## src/wwdt_consts.svh

```systemverilog
/*
  Offsets, field positions, reset values and timing figures of the
  windowed watchdog. Assumes the includer wants plain `define constants.
*/
// How it works
// - Low-power RC oscillator clocks counter; enable forces on
// - Prescaler divides by 32 or 128
// - Base period 1 ms or 4 ms
// - Four-bit postscaler field, sixteen ratios
// - Resets, clock switch, power-save restart counters
// - Clear instruction restarts counter and scalers
// - Timeout in sleep or idle wakes core
// - Permanent enable keeps watchdog always running
// - Timeout sets sticky flag until software clears
// - Otherwise soft enable bit gates the watchdog
// - Soft enable cleared by every device reset
// - Early clear in window mode resets device
// - Prescale bit one selects divide-by-128
// - Code 1111 is 1:32768, halving per step
// - Window-disable one means non-window operation
`ifndef WWDT_CONSTS_SVH
`define WWDT_CONSTS_SVH

// ****************************************
// Register offsets
// ****************************************
`define WWDT_ADDR_CFG 12'h000
`define WWDT_ADDR_RCTL 12'h004
`define WWDT_ADDR_ISTAT 12'h008
`define WWDT_ADDR_IEN 12'h00c
`define WWDT_ADDR_ICLR 12'h010
`define WWDT_ADDR_COUNT 12'h014

// ****************************************
// Field positions and reset values
// ****************************************
`define WWDT_CFG_POST_LSB 0
`define WWDT_CFG_PRE_BIT 4
`define WWDT_CFG_WINOFF_BIT 6
`define WWDT_CFG_PERM_BIT 7
`define WWDT_CFG_RST 8'hdf
`define WWDT_RC_SOFT_BIT 5
`define WWDT_RC_TMO_BIT 4
`define WWDT_RC_SLEEP_BIT 3
`define WWDT_RC_IDLE_BIT 2
`define WWDT_IRQ_TMO_BIT 0
`define WWDT_IRQ_WIN_BIT 1
`define WWDT_IRQ_WAKE_BIT 2
`define WWDT_IRQ_RST 3'h0

// ****************************************
// Timing
// ****************************************
`define WWDT_OSC_HZ 32000
`define WWDT_TBASE_SHORT_US 1000
`define WWDT_TBASE_LONG_US 4000
`define WWDT_PRE_SHORT_DIV (`WWDT_OSC_HZ*`WWDT_TBASE_SHORT_US/1000000)
`define WWDT_PRE_LONG_DIV (`WWDT_OSC_HZ*`WWDT_TBASE_LONG_US/1000000)

`endif

```

## src/wwdt_pkg.sv

```systemverilog
/*
  Types of the windowed watchdog.
  Assumes nothing of its surroundings.
*/
package wwdt_pkg;

  // ****************************************
  // Power mode of the core as seen by the dog
  // ****************************************
  typedef enum logic [1:0] {
    WWDT_RUN,
    WWDT_SLEEP,
    WWDT_IDLE
  } wwdt_pwr_t;

endpackage

```

## src/wwdt_top.sv

```systemverilog
/*
  Windowed watchdog with APB registers, prescaler, postscaler, window
  check, power-save handling and a level interrupt.
  Assumes the core gives one-cycle pulses on I_CLK_SYS for clear,
  power-save entry, clock-switch completion and wake, and that the
  system clock keeps running while the core sleeps.
*/
`timescale 1ns/10ps
`include "wwdt_consts.svh"
module wwdt_top #(
  parameter int ADDR_W = 12,
  parameter int POST_W = 15
) (
  // Clock and resets
  input wire logic I_CLK_SYS,
  input wire logic I_SYS_RST,
  input wire logic I_DEV_RST,
  // APB slave
  input wire logic I_PSEL,
  input wire logic I_PENABLE,
  input wire logic I_PWRITE,
  input wire logic [ADDR_W-1:0] I_PADDR,
  input wire logic [31:0] I_PWDATA,
  output logic O_PREADY,
  output logic [31:0] O_PRDATA,
  output logic O_PSLVERR,
  // Low-power RC oscillator
  input wire logic I_LOW_POWER_RC_OSC,
  output logic O_LOW_POWER_RC_OSC_EN,
  // Core events
  input wire logic I_DOG_CLEAR_INSTR,
  input wire logic I_POWER_SAVE_INSTR,
  input wire logic I_POWER_SAVE_SLEEP,
  input wire logic I_OSC_SWITCH_DONE,
  input wire logic I_WAKE_EXIT,
  // Results
  output logic O_DEV_RESET,
  output logic O_WAKE,
  output logic O_IRQ,
  output wwdt_pkg::wwdt_pwr_t O_POWER_STATE
);
  import wwdt_pkg::*;

  localparam int PRE_SHORT_LOG = $clog2(`WWDT_PRE_SHORT_DIV);
  localparam int PRE_LONG_LOG = $clog2(`WWDT_PRE_LONG_DIV);
  localparam int PRE_W = PRE_LONG_LOG;
  localparam int ELAP_W = POST_W + PRE_W;

  if (ADDR_W < 5 || POST_W != 15 || PRE_W != 7 || PRE_SHORT_LOG != 5)
  begin : g_chk
    $error("wwdt_top: unsupported width or divider setting");
  end

  // ****************************************
  // Declarations
  // ****************************************
  logic [7:0] cfg_r;
  logic soft_en_r;
  logic tmo_flag_r;
  logic sleep_flag_r;
  logic idle_flag_r;
  logic [2:0] irq_stat_r;
  logic [2:0] irq_en_r;
  logic [31:0] prdata_r;
  logic pslverr_r;
  logic dev_reset_r;
  logic wake_r;
  wwdt_pwr_t pwr_r;
  logic osc_s1_r;
  logic osc_s2_r;
  logic osc_s3_r;
  logic osc_tick;
  logic [3:0] post_sel;
  logic pre_sel;
  logic win_dis;
  logic perm_en;
  logic dog_en;
  logic run;
  logic clear_ok;
  logic early;
  logic early_fault;
  logic timeout;
  logic dev_reset_nxt;
  logic wake_nxt;
  logic ps_enter;
  logic pwr_exit;
  logic restart;
  logic [PRE_W-1:0] pre_last;
  logic [PRE_W-1:0] pre_cnt;
  logic pre_wrap;
  logic [POST_W-1:0] post_last;
  logic [POST_W-1:0] post_cnt;
  logic [ELAP_W-1:0] elapsed;
  logic [ELAP_W-1:0] win_start;
  logic [4:0] win_shamt;
  logic setup;
  logic acc_wr;
  logic [ADDR_W-1:0] offs;
  logic [31:0] rd_mux;
  logic rd_err;
  logic [7:0] rctl_view;

  // ****************************************
  // Configuration fields
  // ****************************************
  assign post_sel = cfg_r[`WWDT_CFG_POST_LSB +: 4];
  assign pre_sel = cfg_r[`WWDT_CFG_PRE_BIT];
  assign win_dis = cfg_r[`WWDT_CFG_WINOFF_BIT];
  assign perm_en = cfg_r[`WWDT_CFG_PERM_BIT];
  assign dog_en = perm_en | soft_en_r;
  // Oscillator stays on whenever the dog may count
  assign O_LOW_POWER_RC_OSC_EN = dog_en;
  assign run = (pwr_r == WWDT_RUN);

  // ****************************************
  // Oscillator edge detection
  // ****************************************
  // Oscillator is asynchronous; first flop feeds only the second
  always_ff @(posedge I_CLK_SYS)
  begin
    if (I_SYS_RST)
    begin
      osc_s1_r <= 1'b0;
      osc_s2_r <= 1'b0;
      osc_s3_r <= 1'b0;
    end
    else
    begin
      osc_s1_r <= I_LOW_POWER_RC_OSC;
      osc_s2_r <= osc_s1_r;
      osc_s3_r <= osc_s2_r;
    end
  end

  assign osc_tick = osc_s2_r & ~osc_s3_r;

  // ****************************************
  // Prescaler and postscaler
  // ****************************************
  // Bit one picks the long divider
  assign pre_last = pre_sel ? PRE_W'(`WWDT_PRE_LONG_DIV - 1)
                            : PRE_W'(`WWDT_PRE_SHORT_DIV - 1);
  // Ratio doubles with each code step, 1111 being the longest
  assign post_last = POST_W'((16'h1 << post_sel) - 16'h1);

  wwdt_scaler #(
    .W(PRE_W)
  ) u_pre (
    .i_clk(I_CLK_SYS),
    .i_restart(restart),
    .i_step(osc_tick),
    .i_last(pre_last),
    .o_count(pre_cnt),
    .o_wrap(pre_wrap)
  );

  wwdt_scaler #(
    .W(POST_W)
  ) u_post (
    .i_clk(I_CLK_SYS),
    .i_restart(restart),
    .i_step(pre_wrap),
    .i_last(post_last),
    .o_count(post_cnt),
    .o_wrap(timeout)
  );

  // ****************************************
  // Window check
  // ****************************************
  // Ticks since restart, against three quarters of the period
  assign elapsed = pre_sel ? {post_cnt, pre_cnt}
                           : ELAP_W'({post_cnt, pre_cnt[PRE_SHORT_LOG-1:0]});
  assign win_shamt = 5'(post_sel) + (pre_sel ? 5'(PRE_LONG_LOG - 2)
                                             : 5'(PRE_SHORT_LOG - 2));
  assign win_start = ELAP_W'(3) << win_shamt;
  assign early = elapsed < win_start;

  // ****************************************
  // Events
  // ****************************************
  // Clear only counts while the core runs
  assign clear_ok = I_DOG_CLEAR_INSTR & dog_en & run;
  assign early_fault = clear_ok & ~win_dis & early;
  // Timeout beats a clear arriving in the same cycle
  assign dev_reset_nxt = (timeout & run) | early_fault;
  assign wake_nxt = timeout & ~run;
  assign ps_enter = I_POWER_SAVE_INSTR & run;
  assign pwr_exit = (I_WAKE_EXIT & ~run) | wake_nxt;
  // Disabled dog is held at zero so it restarts fresh when enabled
  assign restart = I_SYS_RST | I_DEV_RST | ~dog_en | I_OSC_SWITCH_DONE |
                   ps_enter | pwr_exit | clear_ok |
                   dev_reset_nxt;

  always_ff @(posedge I_CLK_SYS)
  begin
    if (I_SYS_RST)
    begin
      dev_reset_r <= 1'b0;
      wake_r <= 1'b0;
    end
    else
    begin
      dev_reset_r <= dev_reset_nxt;
      wake_r <= wake_nxt;
    end
  end

  assign O_DEV_RESET = dev_reset_r;
  assign O_WAKE = wake_r;

  // ****************************************
  // Power state
  // ****************************************
  // Wake resumes after the power-save instruction; no reset is issued
  always_ff @(posedge I_CLK_SYS)
  begin
    if (I_SYS_RST || I_DEV_RST)
      pwr_r <= WWDT_RUN;
    else
    begin
      unique case (pwr_r)
        WWDT_RUN:
          if (ps_enter)
            pwr_r <= I_POWER_SAVE_SLEEP ? WWDT_SLEEP : WWDT_IDLE;
        WWDT_SLEEP,
        WWDT_IDLE:
          if (pwr_exit)
            pwr_r <= WWDT_RUN;
        default:
          pwr_r <= WWDT_RUN;
      endcase
    end
  end

  assign O_POWER_STATE = pwr_r;

  // ****************************************
  // APB decode
  // ****************************************
  // Zero wait state; read data is captured in the setup cycle
  assign setup = I_PSEL & ~I_PENABLE;
  assign O_PREADY = I_PSEL & I_PENABLE;
  assign acc_wr = I_PSEL & I_PENABLE & I_PWRITE;
  assign offs = {I_PADDR[ADDR_W-1:2], 2'b00};
  assign rctl_view = {2'b00, soft_en_r, tmo_flag_r, sleep_flag_r,
                      idle_flag_r, 2'b00};

  always_comb
  begin
    rd_mux = 32'h0;
    rd_err = 1'b0;
    unique case (offs)
      ADDR_W'(`WWDT_ADDR_CFG): rd_mux = {24'h0, cfg_r};
      ADDR_W'(`WWDT_ADDR_RCTL): rd_mux = {24'h0, rctl_view};
      ADDR_W'(`WWDT_ADDR_ISTAT): rd_mux = {29'h0, irq_stat_r};
      ADDR_W'(`WWDT_ADDR_IEN): rd_mux = {29'h0, irq_en_r};
      ADDR_W'(`WWDT_ADDR_ICLR): rd_mux = 32'h0;
      ADDR_W'(`WWDT_ADDR_COUNT): rd_mux = {10'h0, post_cnt, pre_cnt};
      default: rd_err = 1'b1;
    endcase
  end

  always_ff @(posedge I_CLK_SYS)
  begin
    if (I_SYS_RST)
    begin
      prdata_r <= 32'h0;
      pslverr_r <= 1'b0;
    end
    else if (setup)
    begin
      prdata_r <= I_PWRITE ? 32'h0 : rd_mux;
      pslverr_r <= rd_err;
    end
  end

  assign O_PRDATA = prdata_r;
  assign O_PSLVERR = pslverr_r & I_PSEL & I_PENABLE;

  // ****************************************
  // Configuration word
  // ****************************************
  // Survives device resets; only the system reset restores it
  always_ff @(posedge I_CLK_SYS)
  begin
    if (I_SYS_RST)
      cfg_r <= `WWDT_CFG_RST;
    else if (acc_wr && offs == ADDR_W'(`WWDT_ADDR_CFG))
      cfg_r <= {I_PWDATA[7:6], 1'b0, I_PWDATA[4:0]};
  end

  // ****************************************
  // Reset control bits
  // ****************************************
  always_ff @(posedge I_CLK_SYS)
  begin
    if (I_SYS_RST || I_DEV_RST)
      soft_en_r <= 1'b0;
    else if (acc_wr && offs == ADDR_W'(`WWDT_ADDR_RCTL))
      // Permanent enable makes a clearing write a no-op
      soft_en_r <= I_PWDATA[`WWDT_RC_SOFT_BIT] |
                   (perm_en & soft_en_r);
  end

  // Flags clear on a zero write; a set in the same cycle wins
  always_ff @(posedge I_CLK_SYS)
  begin
    if (I_SYS_RST)
    begin
      tmo_flag_r <= 1'b0;
      sleep_flag_r <= 1'b0;
      idle_flag_r <= 1'b0;
    end
    else
    begin
      // Kept across device reset so software can see why it restarted
      if (timeout || early_fault)
        tmo_flag_r <= 1'b1;
      else if (acc_wr && offs == ADDR_W'(`WWDT_ADDR_RCTL))
        tmo_flag_r <= tmo_flag_r & I_PWDATA[`WWDT_RC_TMO_BIT];
      // Hardware never clears these after a wake
      if (ps_enter && I_POWER_SAVE_SLEEP)
        sleep_flag_r <= 1'b1;
      else if (acc_wr && offs == ADDR_W'(`WWDT_ADDR_RCTL))
        sleep_flag_r <= sleep_flag_r &
                        I_PWDATA[`WWDT_RC_SLEEP_BIT];
      if (ps_enter && !I_POWER_SAVE_SLEEP)
        idle_flag_r <= 1'b1;
      else if (acc_wr && offs == ADDR_W'(`WWDT_ADDR_RCTL))
        idle_flag_r <= idle_flag_r & I_PWDATA[`WWDT_RC_IDLE_BIT];
    end
  end

  // ****************************************
  // Interrupt status, enable and clear
  // ****************************************
  always_ff @(posedge I_CLK_SYS)
  begin
    if (I_SYS_RST)
      irq_en_r <= `WWDT_IRQ_RST;
    else if (acc_wr && offs == ADDR_W'(`WWDT_ADDR_IEN))
      irq_en_r <= I_PWDATA[2:0];
  end

  always_ff @(posedge I_CLK_SYS)
  begin
    if (I_SYS_RST)
      irq_stat_r <= `WWDT_IRQ_RST;
    else
    begin
      if (acc_wr && offs == ADDR_W'(`WWDT_ADDR_ICLR))
        irq_stat_r <= irq_stat_r & ~I_PWDATA[2:0];
      if (timeout)
        irq_stat_r[`WWDT_IRQ_TMO_BIT] <= 1'b1;
      if (early_fault)
        irq_stat_r[`WWDT_IRQ_WIN_BIT] <= 1'b1;
      if (wake_nxt)
        irq_stat_r[`WWDT_IRQ_WAKE_BIT] <= 1'b1;
    end
  end

  assign O_IRQ = |(irq_stat_r & irq_en_r);

endmodule // wwdt_top

```

## src/wwdt_scaler.sv

```systemverilog
/*
  Restartable divider stage: counts steps and wraps after i_last.
  Assumes i_restart and i_step are synchronous to i_clk.
*/
`timescale 1ns/10ps
module wwdt_scaler #(
  parameter int W = 7
) (
  // Clock and restart
  input wire logic i_clk,
  input wire logic i_restart,
  // Counting
  input wire logic i_step,
  input wire logic [W-1:0] i_last,
  output logic [W-1:0] o_count,
  output logic o_wrap
);

  if (W < 1)
  begin : g_chk
    $error("wwdt_scaler: W must be at least 1");
  end

  logic [W-1:0] count_r;

  assign o_count = count_r;
  assign o_wrap = i_step & (count_r == i_last);

  always_ff @(posedge i_clk)
  begin
    if (i_restart)
      count_r <= '0;
    else if (o_wrap)
      count_r <= '0;
    else if (i_step)
      count_r <= count_r + {{(W-1){1'b0}}, 1'b1};
  end

endmodule // wwdt_scaler

```

## config.mk

```make
export PLATFORM = sky130hd
export DESIGN_NAME = wwdt_top
export DESIGN_NICKNAME = d
export VERILOG_FILES = /design/src/wwdt_pkg.sv /design/src/wwdt_top.sv /design/src/wwdt_scaler.sv
export VERILOG_INCLUDE_DIRS = /design/src /design/src/src
export SDC_FILE = /design/constraint.sdc
export NUM_CORES = 1
export LEC_CHECK = 0
export BUFFER_PORTS_ARGS = -buffer_cell sky130_fd_sc_hd__buf_2
export CORE_MARGIN = 3
export CORE_UTILIZATION = 40
export CTS_CLUSTER_DIAMETER = 100
export DETAILED_ROUTE_END_ITERATION = 7
export PLACE_DENSITY_LB_ADDON = 0.05
export SYNTH_ARGS = -nofsm -noshare
export SYNTH_HDL_FRONTEND = slang
export SYNTH_SLANG_ARGS = --single-unit
```

## constraint.sdc

```tcl
create_clock -name I_CLK_SYS -period 4 [get_ports I_CLK_SYS]
set_input_delay 0.2 -clock I_CLK_SYS [delete_from_list [all_inputs] [get_ports I_CLK_SYS]]
set_output_delay 0.2 -clock I_CLK_SYS [all_outputs]
set_load 0.1 [all_outputs]
```

==> results.yml <==
global_routing:
  antenna_found_initial: 0
  overflow: 0
  grt_pass1_wl_mm: 20.9
  grt_pass1_vias: 4125
  grt_max_degree: 44
  grt.total_usage_pct: 20.4
setup_path:
  criticalPathCategory: "register to register"
  cp.required_ns: 4.19
  path_delay_family: "simple AND/OR/NAND/NOR gates"
  rrSetupSlack_ns: 0.43
  crit_chain: "inv_1 > fa_1 > inv_1 > a21oi_1 > nor3b_1 > buf_4 > and3_1 > a31oi_1 > ha_1 > nand4_1 > nor4b_1 > nand4_1 > o211ai_1 > a21o_1 > a31oi_1"
  arrival_ns: 3.76
  path_max_fanout: 6
  max_stage_delay_ns: 0.50
  cp-start-kind: "register"
  crit_slowest_cell: "nor4b_1"
  timing.critical_path.buf_inv: 3
  end_kind: "register"
floorplan:
  dieArea_um2: 12800
  core_area_um2: 11000
  start_util_pct: 41.6
  io_pins: 96
  die_y_um: 113
  placementRows: 38
  die-width_um: 113
sta:
  hold_viol_final: 0
  finClkSkew_ns: 0.00608
  fin_crit_ns: 3.57
  whs_ns: 0.0686
  period_share_pct: 89.3
  grt_setup_unrepaired: "no"
  drv_slew: 0
  finalSetupViolations: 0
  slew_headroom_pct: 28.1
  timing.setup.tns_ns: 0
  worstMarginPinSlew_ns: 1.08
  setup_ws_ns: 0.429
  fmax_mhz: 280
drt:
  drt-initial-drc-count: 210
  vias: 4150
  routed_wl_mm: 12.7
  drt_pass1_iterations: 4
  wl_per_cell_um: 17.0
  routed_via_density: 5.55
  post-route-drc-count: 0
  antenna_left: 0
clock_network:
  insertion_delay_ns: 0.34
  cts_buffers: 9
  post_cts_buffers: 0
  holdBufCountCts: 0
  ctsResizeCount: 0
  cts.sinks: 69
  cts.htree.levels: 3
  clockBufferDepth: 2
  tritoncts: "done"
  cts_root_buf: "clkbuf_16"
  clk_pin_slew_ns: 0.06
logic_synthesis:
  avgSynthCellArea_um2: 8.19
  synth_cell_type_count: 67
  synthArstFlopShare_pct: 0
  ys_ff_latch: 69
  netlist_instances: 560
  yosys_warnings: 0
  yosysSeqAreaShare_pct: 30.1
  synth-main-ff-cell: "dfxtp_1"
  netlist_area_um2: 4590
  synth-edff-count: 0
power_and_ir_drop:
  power_leakage_uw: 0.00215
  irDropWorstVdd_mv: 0.272
  p_per_area_nw_per_um2: 307
  power_uw: 1610
run:
  maxCapViolations: 0
final_layout:
  final_layout_size_suffix_gt1_share_pct: 19.6
  nets: 689
  syn2layout_area_growth_pct: 14.1
  num_antenna_cells: 0
  final_area_um2: 5230
placed_design:
  pre_cts_ws_ns: 0.494
  port_buffers: 59
  dp_hpwl_mm: 9.41
  gp_congestion: 0.809
  dpl-instance-area_um2: 4940
run_status:
  status: "completed"
min_path:
  hold_path_class: "input port to register"
-- cell usage after synthesis, types with 6 or more instances --
cell type / number / area share [%]
dfxtp_1: 69 / 30
nor2_1: 51 / 4.2
nand2_1: 48 / 3.9
a21oi_1: 30 / 3.3
clkbuf_1: 29 / 2.4
ha_1: 29 / 7.9
nand3_1: 28 / 3.1
a22oi_1: 26 / 4.3
o21ai_0: 21 / 2.3
xnor2_1: 17 / 3.2
inv_1: 16 / 1.3
mux2_2: 15 / 3.7
nor3_1: 15 / 1.6
xor2_1: 14 / 2.7
nand4_1: 13 / 1.8
nor2b_1: 11 / 1.5
buf_4: 10 / 1.6
nor3_2: 10 / 2.2
and3_1: 9 / 1.2
buf_2: 7 / 0.76
a21o_1: 6 / 0.98
mux2i_1: 6 / 1.3
-- path summary, 6_finish.rpt --
path / startpoint / to / depth (start not counted)
max: cfg_r[1] / tmo_flag_r / 15
min: I_LOW_POWER_RC_OSC / osc_s1_r / 2
max reg2reg: cfg_r[1] / tmo_flag_r / 15
min reg2reg: osc_s1_r / osc_s2_r / 1
-- stage by stage --
| stage | utilization [%] | instances |
|---|---|---|
| 4_1_cts | 47.4 | 748 |
| 2_1_floorplan | - | 569 |
| 6_report | 47.4 | 748 |
| 3_3_place_gp | 44.8 | 732 |
| 5_1_grt | 47.4 | 748 |
| 3_5_place_dp | 44.8 | 732 |
-- layout make-up --
cell class / count / area [um^2]
clock inverter: 4 / 47.5
inverter: 16 / 60.1
sequential: 69 / 1380
clock buffer: 12 / 246
tap: 140 / 175
timing repair buffer: 73 / 400
fill: 1110 / 5800
multi-input combinational: 434 / 2920
-- worst register-to-register path, cell delays in order (launching register included) --
cell and delay, ns:
dfxtp_1 0.40, inv_1 0.14, fa_1 0.49, inv_1 0.08, a21oi_1 0.09, nor3b_1 0.22
buf_4 0.17, and3_1 0.15, a31oi_1 0.05, ha_1 0.31, nand4_1 0.14, nor4b_1 0.50
nand4_1 0.15, o211ai_1 0.21, a21o_1 0.22, a31oi_1 0.11
-- registers in the layout (all words and copies together) (netlist names) --
name,flops
tmo_flag_r,1
irq_stat_r,3
osc_s1_r,1
u_post.o_count,15
O_DEV_RESET,1
irq_en_r,3
osc_s2_r,1
O_POWER_STATE,2
soft_en_r,1
cfg_r,7
idle_flag_r,1
osc_s3_r,1
O_WAKE,1
O_PRDATA,22
sleep_flag_r,1
pslverr_r,1
u_pre.o_count,7
-- cells by family (layout without fill, tap and decap cells) --
kind of cell / count (synthesis) / after routing / share of synthesized area (%)
AO/OA/AOI/OAI: 124 / 124 / 18.3
flip-flops: 69 / 69 / 30.1
multiplexers: 22 / 22 / 5.48
XOR/XNOR: 31 / 31 / 5.92
adder cells (fa/ha/maj): 30 / 30 / 8.35
other: 1 / 10 / 0.0818
AND/OR/NAND/NOR: 217 / 217 / 24.8
buffers and inverters: 66 / 105 / 6.93
-- power breakdown --
part           switching (uW)  internal, uW  total, uW
clock                     299           497        796
sequential               2.23           692        694
combinational            93.2          24.6        118
-- per-layer routing --
layer | wire length, um | global-route usage [%] | up-vias
li1 | - | - | 2087
met5 | 0 | 0 | -
met2 | 6140 | 34.8 | 95
met3 | 552 | 4.76 | 17
met4 | 293 | 6.65 | 0
met1 | 5700 | 25.5 | 1951
-- cells in the final DEF, fill, tap and decap left out, drive strengths merged, types with 17 or more instances in the layout --
cell type  synthesis  routed
a22oi             26      26
ha                29      29
o21ai             22      22
nand2             48      48
a21oi             30      30
nand3             28      28
nor3              25      25
dfxtp             69      69
buf               21      73
nor2              51      51
xnor2             17      17
Note: power is estimated with default switching activity, not from simulation.
